--- src/rvp_cfg.svh ---
// Timing, field and reset constants for the railway voltage protection stage
`ifndef RVP_CFG_SVH
`define RVP_CFG_SVH
`define RVP_CLK_KHZ 100000
`define RVP_CYCLE_MS 5
`define RVP_STAMP_MS 1
`define RVP_PREF_MS 20
`define RVP_PREF_SAMPLES (`RVP_PREF_MS / `RVP_CYCLE_MS)
`define RVP_GROUPS 8
`define RVP_OVER_PCT 97
`define RVP_UNDER_PCT 103
`define RVP_PCT_FULL 100
`define RVP_PICKUP_MAX 16'h3a98
`define RVP_BLKLVL_MAX 16'h1f40
`define RVP_PICKUP_RST 16'h07d0
`define RVP_BLKLVL_RST 16'h0000
`define RVP_MODE_OVER 2'h1
`define RVP_MODE_UNDER 2'h2
`define RVP_CHAN_A 3'h1
`define RVP_CHAN_B 3'h2
`define RVP_CHAN_C 3'h3
`define RVP_CHAN_D 3'h4
`define RVP_TICKS_MAX 19'h57e40
`define RVP_REL_MAX 15'h7530
`define RVP_DELAY_MS 40
`define RVP_PULSE_MS 100
`define RVP_RELEASE_MS 60
`define RVP_DELAY_RST 19'(`RVP_DELAY_MS / `RVP_CYCLE_MS)
`define RVP_PULSE_RST 19'(`RVP_PULSE_MS / `RVP_CYCLE_MS)
`define RVP_RELEASE_RST 15'(`RVP_RELEASE_MS / `RVP_CYCLE_MS)
`define RVP_EV_START_ON 0
`define RVP_EV_START_OFF 1
`define RVP_EV_TRIP_ON 2
`define RVP_EV_TRIP_OFF 3
`define RVP_EV_BLK_ON 4
`define RVP_EV_BLK_OFF 5
`define RVP_EV_PULSE_ON 6
`define RVP_EV_PULSE_OFF 7
`endif

--- src/rvp_pkg.sv ---
// Types shared by the railway voltage protection stage
package rvp_pkg;
  typedef enum logic [1:0] {
    rvp_st_normal,
    rvp_st_start,
    rvp_st_trip,
    rvp_st_blocked
  } rvp_status_t;

  typedef struct packed {
    logic [1:0] mode;
    logic [15:0] pickup;
    logic [15:0] blk_lvl;
    logic [18:0] delay;
    logic [18:0] pulse;
    logic [14:0] release_len;
    logic dly_release;
    logic rst_after_release;
  } rvp_group_t;
endpackage

--- src/rvp_stage.sv ---
// Railway voltage protection stage: pick-up, blocking, timers, events, counters
// Contract
// - Over or under pick-up mode selectable, over by default.
// - Over mode releases only below 97 percent of pick-up level.
// - Under mode releases only above 103 percent of pick-up level.
// - Input taken from one of four channels, coded 1 to 4, default first.
// - Comparator works on RMS values updated every 5 ms.
// - Keep 20 ms averaged history ending 20 ms before start or trip.
// - Pick-up level 0 to 150 percent in 0.01 percent steps, default 20.
// - Trip pulse length 0 to 1800 s in 5 ms steps, default 100 ms.
// - With forcing enabled, static setting overrides status to normal/start/trip/blocked.
// - Eight setting groups from one selector, changes take effect while running.
// - Under mode with nonzero de-energised level: no trip below that level.
// - De-energised block holds until all channels reach the pick-up level.
// - De-energised level zero disables that blocking; zero is default.
// - Pick-up gives start only while blocking is inactive.
// - Block sampled each processing cycle; unblocked pick-up starts operate timing.
// - Block active at pick-up gives blocked and no further start or trip.
// - Block arriving during start withdraws start and runs release handling; the code instead drops start and clears both timers at once.
// - Time-stamped on and off events for start, trip, blocked at 1 ms.
// - Instant mode start and trip events share one time stamp.
// - Resettable cumulative counters of start, trip and blocked.
// - Block activation raises display event and blocking event with voltage, fault type.
// - Operate delay zero trips instantly; nonzero delays trip accordingly.
// - Delayed release holds start for the release time, default 60 ms.
// - Timer-reset-after-release clears operate count only after the release time.
`timescale 1ns/1ps
`include "rvp_cfg.svh"
module rvp_stage #(
  parameter int VW = 24,
  parameter int CYCLE_CLKS = `RVP_CYCLE_MS * `RVP_CLK_KHZ,
  parameter int STAMP_CLKS = `RVP_STAMP_MS * `RVP_CLK_KHZ,
  parameter int GROUPS = `RVP_GROUPS,
  parameter int PREF_N = `RVP_PREF_SAMPLES
) (
  input wire logic core_clk,                 // System clock, 100 MHz
  input wire logic rstn,                     // Synchronous reset, active low
  input wire logic [VW-1:0] voltage_channel_a, // RMS voltage, 0.01 percent Un units
  input wire logic [VW-1:0] voltage_channel_b, // RMS voltage, 0.01 percent Un units
  input wire logic [VW-1:0] voltage_channel_c, // RMS voltage, 0.01 percent Un units
  input wire logic [VW-1:0] voltage_channel_d, // RMS voltage, 0.01 percent Un units
  input wire logic [2:0] channel_sel,        // Static channel select, 1 to 4
  input wire logic block_in,                 // External block from blocking matrix
  input wire logic force_enable,             // Global stage forcing enable
  input wire logic [1:0] status_override,    // Forced status code
  input wire logic [2:0] group_sel,          // Active setting group
  input wire logic cfg_wr,                   // Write strobe for one setting group
  input wire logic [2:0] cfg_group,          // Group written by cfg_wr
  input wire logic [1:0] cfg_mode,           // 1 over, 2 under
  input wire logic [15:0] cfg_pickup_level,  // Pick-up level, 0.01 percent Un
  input wire logic [15:0] cfg_deenergised_block_level, // De-energised level
  input wire logic [18:0] cfg_delay,         // Operate delay in 5 ms steps
  input wire logic [18:0] cfg_pulse,         // Trip pulse length in 5 ms steps
  input wire logic [14:0] cfg_release,       // Release time in 5 ms steps
  input wire logic cfg_dly_release,          // Delayed pick-up release enable
  input wire logic cfg_rst_after_release,    // Timer reset after release time
  input wire logic cnt_clear,                // Clear all cumulative counters
  output logic start,                        // Start output
  output logic trip,                         // Trip output
  output logic trip_pulse,                   // Trip pulse output
  output logic blocked,                      // Blocked output
  output rvp_pkg::rvp_status_t status,       // Stage status code
  output logic evt_valid,                    // Event record valid, one cycle
  output logic [7:0] evt_flags,              // Event kinds in this record
  output logic [31:0] evt_stamp,             // Event time in ms
  output logic [VW-1:0] evt_voltage,         // Voltage at the event
  output logic [VW-1:0] evt_prefault,        // Averaged pre-fault voltage
  output logic evt_fault_under,              // Fault type, 1 for undervoltage
  output logic disp_event,                   // Display event on block activation
  output logic [15:0] cnt_start,             // Cumulative start count
  output logic [15:0] cnt_trip,              // Cumulative trip count
  output logic [15:0] cnt_blocked            // Cumulative blocked count
);
  localparam int HIST = 2 * PREF_N;

  logic cyc_tick;
  logic ms_tick;
  rvp_pkg::rvp_group_t grp_reg [GROUPS];
  rvp_pkg::rvp_group_t g;
  rvp_pkg::rvp_group_t wr_g;
  logic [VW-1:0] v_sel;
  logic [31:0] v_x100, lvl_x97, lvl_x103;
  logic under;
  logic all_up;
  logic pick_reg, pick_next;
  logic deen_reg, deen_next;
  logic blocked_reg, blocked_next;
  logic eff;
  logic start_reg, trip_reg, trip_q;
  logic [18:0] op_reg;
  logic [14:0] rel_reg;
  logic [18:0] pulse_cnt_reg;
  logic [VW-1:0] hist_reg [HIST];
  logic [VW+7:0] pref_sum;
  logic [31:0] ms_reg;
  logic vis_start, vis_trip, vis_blocked, vis_pulse;
  rvp_pkg::rvp_status_t vis_status;

  rvp_tick_div #(.DIV(CYCLE_CLKS)) u_cycle (
    .core_clk(core_clk),
    .rstn(rstn),
    .tick(cyc_tick)
  );
  rvp_tick_div #(.DIV(STAMP_CLKS)) u_stamp (
    .core_clk(core_clk),
    .rstn(rstn),
    .tick(ms_tick)
  );

  // Out-of-range writes are clamped so the comparator never sees an illegal level
  always_comb begin
    wr_g.mode = cfg_mode;
    wr_g.pickup = (cfg_pickup_level > `RVP_PICKUP_MAX) ? `RVP_PICKUP_MAX : cfg_pickup_level;
    wr_g.blk_lvl = (cfg_deenergised_block_level > `RVP_BLKLVL_MAX) ? `RVP_BLKLVL_MAX :
                   cfg_deenergised_block_level;
    wr_g.delay = (cfg_delay > `RVP_TICKS_MAX) ? `RVP_TICKS_MAX : cfg_delay;
    wr_g.pulse = (cfg_pulse > `RVP_TICKS_MAX) ? `RVP_TICKS_MAX : cfg_pulse;
    wr_g.release_len = (cfg_release > `RVP_REL_MAX) ? `RVP_REL_MAX : cfg_release;
    wr_g.dly_release = cfg_dly_release;
    wr_g.rst_after_release = cfg_rst_after_release;
  end

  always_ff @(posedge core_clk) begin
    if (!rstn) begin
      for (int i = 0; i < GROUPS; i++) begin
        grp_reg[i].mode <= `RVP_MODE_OVER;
        grp_reg[i].pickup <= `RVP_PICKUP_RST;
        grp_reg[i].blk_lvl <= `RVP_BLKLVL_RST;
        grp_reg[i].delay <= `RVP_DELAY_RST;
        grp_reg[i].pulse <= `RVP_PULSE_RST;
        grp_reg[i].release_len <= `RVP_RELEASE_RST;
        grp_reg[i].dly_release <= 1'b1;
        grp_reg[i].rst_after_release <= 1'b1;
      end
    end else if (cfg_wr) begin
      grp_reg[cfg_group] <= wr_g;
    end
  end

  assign g = grp_reg[group_sel];
  assign under = (g.mode == `RVP_MODE_UNDER);

  always_comb begin
    case (channel_sel)
      `RVP_CHAN_B: v_sel = voltage_channel_b;
      `RVP_CHAN_C: v_sel = voltage_channel_c;
      `RVP_CHAN_D: v_sel = voltage_channel_d;
      default: v_sel = voltage_channel_a;
    endcase
  end

  // Scaled compares keep the hysteresis exact without a divider
  assign v_x100 = 32'(v_sel) * 32'(`RVP_PCT_FULL);
  assign lvl_x97 = 32'(g.pickup) * 32'(`RVP_OVER_PCT);
  assign lvl_x103 = 32'(g.pickup) * 32'(`RVP_UNDER_PCT);
  assign all_up = (voltage_channel_a >= VW'(g.pickup)) && (voltage_channel_b >= VW'(g.pickup)) &&
                  (voltage_channel_c >= VW'(g.pickup)) && (voltage_channel_d >= VW'(g.pickup));

  always_comb begin
    if (under) begin
      pick_next = pick_reg ? !(v_x100 > lvl_x103) : (v_sel < VW'(g.pickup));
    end else begin
      pick_next = pick_reg ? !(v_x100 < lvl_x97) : (v_sel > VW'(g.pickup));
    end
  end

  assign deen_next = under && (g.blk_lvl != 16'h0) &&
                     ((v_sel < VW'(g.blk_lvl)) || (deen_reg && !all_up));
  assign blocked_next = pick_next && (blocked_reg || block_in || deen_next);
  assign eff = pick_next && !blocked_next;

  // All protection state moves only on the processing tick
  always_ff @(posedge core_clk) begin
    if (!rstn) begin
      pick_reg <= 1'b0;
      deen_reg <= 1'b0;
      blocked_reg <= 1'b0;
    end else if (cyc_tick) begin
      pick_reg <= pick_next;
      deen_reg <= deen_next;
      blocked_reg <= blocked_next;
    end
  end

  always_ff @(posedge core_clk) begin
    if (!rstn) begin
      start_reg <= 1'b0;
      trip_reg <= 1'b0;
      op_reg <= '0;
      rel_reg <= '0;
    end else if (cyc_tick) begin
      if (eff) begin
        start_reg <= 1'b1;
        rel_reg <= '0;
        if (op_reg >= g.delay) begin
          trip_reg <= 1'b1;
        end else begin
          op_reg <= op_reg + 1'b1;
        end
      end else begin
        trip_reg <= 1'b0;
        // A block drops start at once, so start never stands beside blocked
        if (g.dly_release && start_reg && !blocked_next &&
            (rel_reg < g.release_len)) begin
          rel_reg <= rel_reg + 1'b1;
          if (!g.rst_after_release) begin
            op_reg <= '0;
          end
        end else begin
          start_reg <= 1'b0;
          rel_reg <= '0;
          op_reg <= '0;
        end
      end
    end
  end

  // Pulse length is independent of how long trip stays up
  always_ff @(posedge core_clk) begin
    if (!rstn) begin
      trip_q <= 1'b0;
      pulse_cnt_reg <= '0;
    end else begin
      trip_q <= trip_reg;
      if (trip_reg && !trip_q) begin
        pulse_cnt_reg <= g.pulse;
      end else if (cyc_tick && (pulse_cnt_reg != '0)) begin
        pulse_cnt_reg <= pulse_cnt_reg - 1'b1;
      end
    end
  end

  always_ff @(posedge core_clk) begin
    if (!rstn) begin
      for (int i = 0; i < HIST; i++) begin
        hist_reg[i] <= '0;
      end
    end else if (cyc_tick) begin
      hist_reg[0] <= v_sel;
      for (int i = 1; i < HIST; i++) begin
        hist_reg[i] <= hist_reg[i-1];
      end
    end
  end

  always_comb begin
    pref_sum = '0;
    for (int i = PREF_N; i < HIST; i++) begin
      pref_sum = pref_sum + (VW+8)'(hist_reg[i]);
    end
  end

  always_comb begin
    if (force_enable) begin
      vis_status = rvp_pkg::rvp_status_t'(status_override);
    end else if (blocked_reg) begin
      vis_status = rvp_pkg::rvp_st_blocked;
    end else if (trip_reg) begin
      vis_status = rvp_pkg::rvp_st_trip;
    end else if (start_reg) begin
      vis_status = rvp_pkg::rvp_st_start;
    end else begin
      vis_status = rvp_pkg::rvp_st_normal;
    end
    vis_start = force_enable ? ((vis_status == rvp_pkg::rvp_st_start) ||
                                (vis_status == rvp_pkg::rvp_st_trip)) : start_reg;
    vis_trip = force_enable ? (vis_status == rvp_pkg::rvp_st_trip) : trip_reg;
    vis_blocked = force_enable ? (vis_status == rvp_pkg::rvp_st_blocked) : blocked_reg;
    vis_pulse = (pulse_cnt_reg != '0);
  end

  always_ff @(posedge core_clk) begin
    if (!rstn) begin
      ms_reg <= '0;
    end else if (ms_tick) begin
      ms_reg <= ms_reg + 1'b1;
    end
  end

  // One record per change keeps simultaneous edges on a single time stamp
  always_ff @(posedge core_clk) begin
    if (!rstn) begin
      start <= 1'b0;
      trip <= 1'b0;
      blocked <= 1'b0;
      trip_pulse <= 1'b0;
      status <= rvp_pkg::rvp_st_normal;
      evt_valid <= 1'b0;
      evt_flags <= 8'h00;
      evt_stamp <= 32'h0;
      evt_voltage <= '0;
      evt_prefault <= '0;
      evt_fault_under <= 1'b0;
      disp_event <= 1'b0;
    end else begin
      start <= vis_start;
      trip <= vis_trip;
      blocked <= vis_blocked;
      trip_pulse <= vis_pulse;
      status <= vis_status;
      evt_flags[`RVP_EV_START_ON] <= vis_start && !start;
      evt_flags[`RVP_EV_START_OFF] <= !vis_start && start;
      evt_flags[`RVP_EV_TRIP_ON] <= vis_trip && !trip;
      evt_flags[`RVP_EV_TRIP_OFF] <= !vis_trip && trip;
      evt_flags[`RVP_EV_BLK_ON] <= vis_blocked && !blocked;
      evt_flags[`RVP_EV_BLK_OFF] <= !vis_blocked && blocked;
      evt_flags[`RVP_EV_PULSE_ON] <= vis_pulse && !trip_pulse;
      evt_flags[`RVP_EV_PULSE_OFF] <= !vis_pulse && trip_pulse;
      evt_valid <= (vis_start != start) || (vis_trip != trip) ||
                   (vis_blocked != blocked) || (vis_pulse != trip_pulse);
      evt_stamp <= ms_reg;
      evt_voltage <= v_sel;
      evt_prefault <= VW'(pref_sum / (VW+8)'(PREF_N));
      evt_fault_under <= under;
      disp_event <= vis_blocked && !blocked;
    end
  end

  // A rising edge in the clearing cycle is still counted
  always_ff @(posedge core_clk) begin
    if (!rstn) begin
      cnt_start <= 16'h0;
      cnt_trip <= 16'h0;
      cnt_blocked <= 16'h0;
    end else begin
      cnt_start <= (cnt_clear ? 16'h0 : cnt_start) + 16'(vis_start && !start);
      cnt_trip <= (cnt_clear ? 16'h0 : cnt_trip) + 16'(vis_trip && !trip);
      cnt_blocked <= (cnt_clear ? 16'h0 : cnt_blocked) + 16'(vis_blocked && !blocked);
    end
  end
endmodule

--- src/rvp_tick_div.sv ---
// Divider that gives a one-cycle enable pulse every DIV clocks
`timescale 1ns/1ps
module rvp_tick_div #(
  parameter int DIV = 500000
) (
  input wire logic core_clk, // System clock
  input wire logic rstn,     // Synchronous reset, active low
  output logic tick          // One-cycle pulse every DIV clocks
);
  localparam int CW = (DIV > 1) ? $clog2(DIV) : 1;
  logic [CW-1:0] cnt_reg;

  always_ff @(posedge core_clk) begin
    if (!rstn) begin
      cnt_reg <= '0;
      tick <= 1'b0;
    end else if (cnt_reg == CW'(DIV - 1)) begin
      cnt_reg <= '0;
      tick <= 1'b1;
    end else begin
      cnt_reg <= cnt_reg + 1'b1;
      tick <= 1'b0;
    end
  end
endmodule

--- config.mk ---
export PLATFORM = sky130hd
export DESIGN_NAME = rvp_stage
export DESIGN_NICKNAME = d
export VERILOG_FILES = /design/src/rvp_pkg.sv /design/src/rvp_stage.sv /design/src/rvp_tick_div.sv
export VERILOG_INCLUDE_DIRS = /design/src
export SDC_FILE = /design/constraint.sdc
export NUM_CORES = 2
export LEC_CHECK = 0
export ABC_AREA = 1
export BUFFER_PORTS_ARGS = -buffer_cell sky130_fd_sc_hd__buf_2
export CAP_MARGIN = 10
export CORE_MARGIN = 5
export CORE_UTILIZATION = 35
export CTS_CLUSTER_SIZE = 30
export DETAILED_ROUTE_END_ITERATION = 10
export SYNTH_ARGS = -nofsm -noshare
export SYNTH_HDL_FRONTEND = slang
export SYNTH_HIERARCHICAL = 1
export SYNTH_SLANG_ARGS = --single-unit
--- constraint.sdc ---
create_clock -name core_clk -period 9.65 [get_ports core_clk]
set_clock_uncertainty 0.15 [all_clocks]
set_input_delay 0.965 -clock core_clk [delete_from_list [all_inputs] [get_ports core_clk]]
set_output_delay 0.965 -clock core_clk [all_outputs]
set_load 0.05 [all_outputs]
After elaboration in Yosys (flattened, before gate mapping):

Memory sizes are Yosys's and may differ from the RTL's.
Cells that the tools add are included.

* flip-flop bits (word level): 274
* bits in writable memories: 904
* output and inout bits: 145
* memories: 2

Memories
* grp_reg: depth 8, bits a word 89, rd ports 1, clocked after memory_dff 0, wr ports 8, line rvp_stage.sv:78 `rvp_pkg::rvp_group_t grp_reg [GROUPS];`
* hist_reg: depth 8, bits a word 24, rd ports 8, clocked after memory_dff 0, wr ports 8, line rvp_stage.sv:93 `logic [VW-1:0] hist_reg [HIST];`

* $add $sub $neg: 12
* multipliers: 3
* order comparisons: 16
* eq/ne operators: 17
* muxes and demuxes: 51
* bitwise operators: 9
* reductions and logical operators: 50

Operator list (count)
* $mux 24: 8
* $mux 19: 8
* $ge 24x16->1: 4
* $mux 89: 1
* $reduce_or 89->1: 1
* $mux 16: 5
* $pmux 24 s3: 1
* $add 16x1->16: 3
* $lt 24x16->1: 2
* $mul 16x7->23 const B: 2
* $mux 15: 3
* $add 19x1->19 const B: 2
* $gt 19x19->1 const B: 2
* $add 32x1->32 const B: 1
* $gt 31x23->1: 1
* $lt 31x23->1: 1
* $mul 24x5->29 const B: 1
* $add 25x24->26: 1
* $add 26x24->26: 1
* $add 24x24->25: 1
* $gt 24x16->1: 1
* $logic_and 1x1->1: 21
* $mux 1: 21
* $eq 19x19->1 const B: 1
* other kinds (29): 65

Logic depth before layout (Yosys ltp):

An unclocked memory read counts as a cell.

* depth after elaboration: 16
* depth in mapped cells: 51
* gate-level depth less buffers: 44

Modules after synthesis:

The synthesis kept the hierarchy.

By module, submodules not included
* rvp_stage: times used 1, cells each 6538, area an instance 60554.3 sq um, sequential area each 31850.5 sq um
* rvp_tick_div (u_cycle): times used 1, cells each 138, area an instance 989.7 sq um, sequential area each 400.4 sq um
* rvp_tick_div (u_stamp): times used 1, cells each 139, area an instance 954.7 sq um, sequential area each 360.3 sq um

Worst setup path before layout:

OpenSTA, ideal clock, no wires.

* path type: in2reg
* from: in group_sel[0]
* to: reg op_reg[8]
* library setup time: 0.113 ns
* data arrival time: 8.535 ns
* data required time: 9.387 ns
* setup slack: 0.853 ns
* stages: 50
* path through: buf_2 > buf_4 > buf_2 > buf_2 > buf_2 > buf_2 > clkbuf_1 > nor2_1 > o22ai_1 > inv_1 > o21ai_0 > ha_1 > fa_1 > fa_1 > inv_1 > fa_1 > inv_1 > ha_1 > [14 not listed] > ha_1 > nand2_1 > inv_1 > nand3_1 > nor3_1 > nand3_1 > nand2_1 > nand3_1 > nand2_1 > nand2_1 > nand2_1 > nand3_1 > nand3_1 > buf_4 > buf_6 > nand2_1 > nand2_1 > nor2_1

* longest elaborated chain between the ends: 16
* elaborated cells between the ends (all ways): 41

RTL lines
* from (decl): line rvp_stage.sv:46 `input wire logic [2:0] group_sel,`
* $mem_v2 8x89 *
* parallel branches: the longest is 15 deep, another holds $lt 31x23->1
* to (signal assigned): line rvp_stage.sv:198 `op_reg <= op_reg + 1'b1;`
* to (decl): line rvp_stage.sv:90 `logic [18:0] op_reg;`

Every way passes the cells marked *.
A chain may end at the register's enable or synchronous reset.

Worst setup path after layout:

* from: in group_sel[1]
* to: reg op_reg[6]

Same word-level chain as after synthesis.

==> impl_metrics.csv <==
group,metric,value,unit
synth,synth.most_common_cell,"nor2_1",
pwr,switchingPower,0.00529,W
synth,yosys_warnings,6,
synth,yosysTopAreaCellShare,0.434,
finish,postLayoutCellArea,71100,um^2
pwr,p_int,0.0103,W
clocking,cts_max_path_buffers,3,
timing,slew_violations,0,
global_routing,overflow,0,
floorplanning,rows,155,
global_routing,grt_util_met1,0.251,
min_path,min_from,"ms_reg[30]$_SDFFE_PN0P_",
detailed_routing,ant_nets,0,
synth,synth_area,62500,um^2
floorplanning,fp.coreArea,178000,um^2
synth,ys_ff_latch,1177,
finish,drive_above_1_share,0.0925,
detailed_routing,drc,0,
floorplanning,io_pins,347,
critical_path,start_kind,"input port",
floorplanning,fp.dieArea,187000,um^2
timing,setup_viol,0,
synth,syn_avg_cell_area,9.17,um^2
finish,syn_to_final_growth,13.8,%
global_routing,antenna_found_initial,14,
detailed_routing,routedWlPerCell,19.8,um
timing,max_freq,0.114,GHz
critical_path,reg2reg_to,"op_reg[6]$_SDFFE_PN0P_",
timing,timing.final.crit_share,0.909,
finish,nets,7839,
floorplanning,initial_core_util,0.351,
global_routing,grt_use_met3,0.0283,
placement,io_buffer_count,346,
timing,worst_pin_slew,1180,ps
synth,synth.area.top_cells,"edfxtp_1 (43%), nor2_1 (9.0%), dfxtp_1 (8.7%)",
critical_path,r2r_start,"grp_reg[0][72]$_SDFFCE_PN0P_",
timing,max_slew_margin,0.213,
clocking,cts_tree,"done",
critical_path,endpoint_kind,"flop",
placement,pre_cts_ws,209,ps
clocking,cts_setup_buffers,0,
placement,place.gp.congestion,0.914,
finish,finalCoreUtilization,0.400,
synth,yosysTopAreaCell,"edfxtp_1",
timing,rsz0062_at_grt,"false",
critical_path,critPathMaxStageDelay,560,ps
global_routing,grt_pass1_wl,287,mm
global_routing,grtUsageMet2,0.340,
critical_path,cpMaxStageDelayCell,"buf_4",
critical_path,crit_arrival,9320,ps
clocking,cts.hold.buffers_added,0,
clocking,cts_sinks,1177,
critical_path,crit_type,"input port to flop",
global_routing,track_usage,0.198,
min_path,holdPathEnd,"evt_stamp[30]$_SDFF_PN0_",
critical_path,cp_common_cell,"nand2_1",
job,drv_cap,0,
min_path,hold_path.class,"flop to flop",
global_routing,grt_pass1_vias,48655,
critical_path,r2r_cells,42,
pwr,sw_frac_of_total,0.340,
clocking,h-tree-depth,4,
synth,synthTopCellsByCount,"nor2_1 (1506), edfxtp_1 (904), nand2_1 (884)",
run_status,status,"finished clean",
min_path,hold_depth,2,
critical_path,critPathMaxFanout,47,
finish,largest_register_ffs,712,
floorplanning,die_w,433,um
timing,period_needed,8770,ps
synth,async_flop_share,0,
global_routing,gr-max-usage-layer,"met2",
global_routing,grt_start_max_net_pins,189,
synth,synth_edf_count,904,
clocking,ctsResizeCount,0,
critical_path,worstSetupStartpoint,"group_sel[1]",
detailed_routing,finalWirelength,190,mm
timing,setup_tns,0,ps
synth,synth.distinct_cells,66,
detailed_routing,first_pass_iters,6,
placement,post_dp_cell_area,66900,um^2
synth,synth_ff_type,"edfxtp_1",
critical_path,ff2ff_setup_slack,1260,ps
detailed_routing,drt_first_iter_violations,4302,
clocking,worst_skew_pair.late_latency,780,ps
floorplanning,die_h,433,um
pwr,powerDensity,219,nW/um^2
pwr,p_comb_frac,0.305,
timing,finalHoldViolations,0,
pwr,p_seq_frac,0.374,
synth,yosysSeqAreaShare,0.522,
clocking,cts_made_buffers,134,
finish,final.fill_count,17580,
synth,synthCells,6815,
critical_path,required,10200,ps
clocking,path_clk_slew,60,ps
detailed_routing,drt-vias-per-instance,5.13,
pwr,clkPwrFrac,0.321,
pwr,ir_worst_vdd,0.167,mV
timing,setup_slack,879,ps
pwr,power,0.0155,W
detailed_routing,num_vias,49250,
placement,place_hpwl,126,mm
clocking,cts_root_buf,"clkbuf_16",
pwr,p_leak,29.6,nW
-- worst max-delay path: cells and delay by family --
family          cells  cell delay, ps
compound gates      8            1460
xor+xnor            1             100
buf+inv             9            1600
fa+ha+maj           6            2210
simple gates       20            2920
-- placed cells by master, fill, tap and decap left out, types with 19 or more instances in the layout --
cell type     n
clkbuf_16   138
a211oi_1     23
o221ai_1     62
a21oi_1     285
o22ai_1     103
conb_1       40
nor2_1     1506
nor4_1       20
nand2_1     875
nor3_1       89
a31oi_1      19
xnor2_1      28
clkinv_1     26
edfxtp_1    904
o21ai_1      26
fa_1        107
clkinv_2     21
clkbuf_1     33
buf_4        69
o21ai_0     535
ha_1        398
inv_1       823
xor2_1       56
buf_2       342
nand4_1      65
dfxtp_1     273
o211ai_1     23
nand3_1     144
o21a_1       25
-- metal layers --
metal / routed length (um) / vias to the layer above
met5: 34 / -
met4: 8110 / 6
met3: 10900 / 383
met2: 91500 / 1597
met1: 79300 / 23797
li1: - / 23467
-- power by group through the flow --
stage               sequential (W)  combinational (W)  clock (W)
detailed placement         0.00592            0.00470          0
floorplan                  0.00607            0.00324          0
CTS                        0.00582            0.00474    0.00510
finish                     0.00582            0.00474    0.00500
global placement           0.00592            0.00460          0
global route               0.00584            0.00539    0.00530
-- cell families (layout without fill, tap and decap cells) --
logic type / Yosys count / after routing / synth area share
adder cells (fa/ha/maj): 505 / 505 / 0.114
buffers and inverters: 1118 / 1500 / 0.0689
flip-flops: 1177 / 1177 / 0.522
AND/OR/NAND/NOR: 2759 / 2759 / 0.177
XOR/XNOR: 84 / 84 / 0.0118
other: 1 / 45 / 0.0000600
AO/OA/AOI/OAI: 1171 / 1171 / 0.107
-- worst max path at each step --
| stage | endpoint | slack, ps |
|---|---|---|
| floorplan | op_reg[8]$_SDFFE_PN0P_ | 850 |
| global placement | op_reg[8]$_SDFFE_PN0P_ | 410 |
| detailed placement | op_reg[6]$_SDFFE_PN0P_ | 210 |
| CTS | op_reg[6]$_SDFFE_PN0P_ | 1000 |
| global route | op_reg[16]$_SDFFE_PN0P_ | 230 |
| finish | op_reg[6]$_SDFFE_PN0P_ | 880 |
-- metrics by stage --
| step | hold slack [ps] | instances |
|---|---|---|
| detailed placement | 270 | 9351 |
| finish | 272 | 9596 |
| floorplan | 257 | 6854 |
| global route | 300 | 9595 |
| CTS | 278 | 9591 |
| global placement | 270 | 9351 |
-- final cells by class --
class	count	area, um^2	share of cell area
diodes	5	12.5	0.000176
flip-flops and latches	1177	32600	0.458
clock inverters	62	602	0.00846
multi-input cells	4559	25800	0.363
clock buffers	178	3670	0.0516
repair buffers	415	2300	0.0323
well taps	2355	2950	0.0414
inverters	845	3190	0.0449
Note: power is estimated with default switching activity, not from simulation.
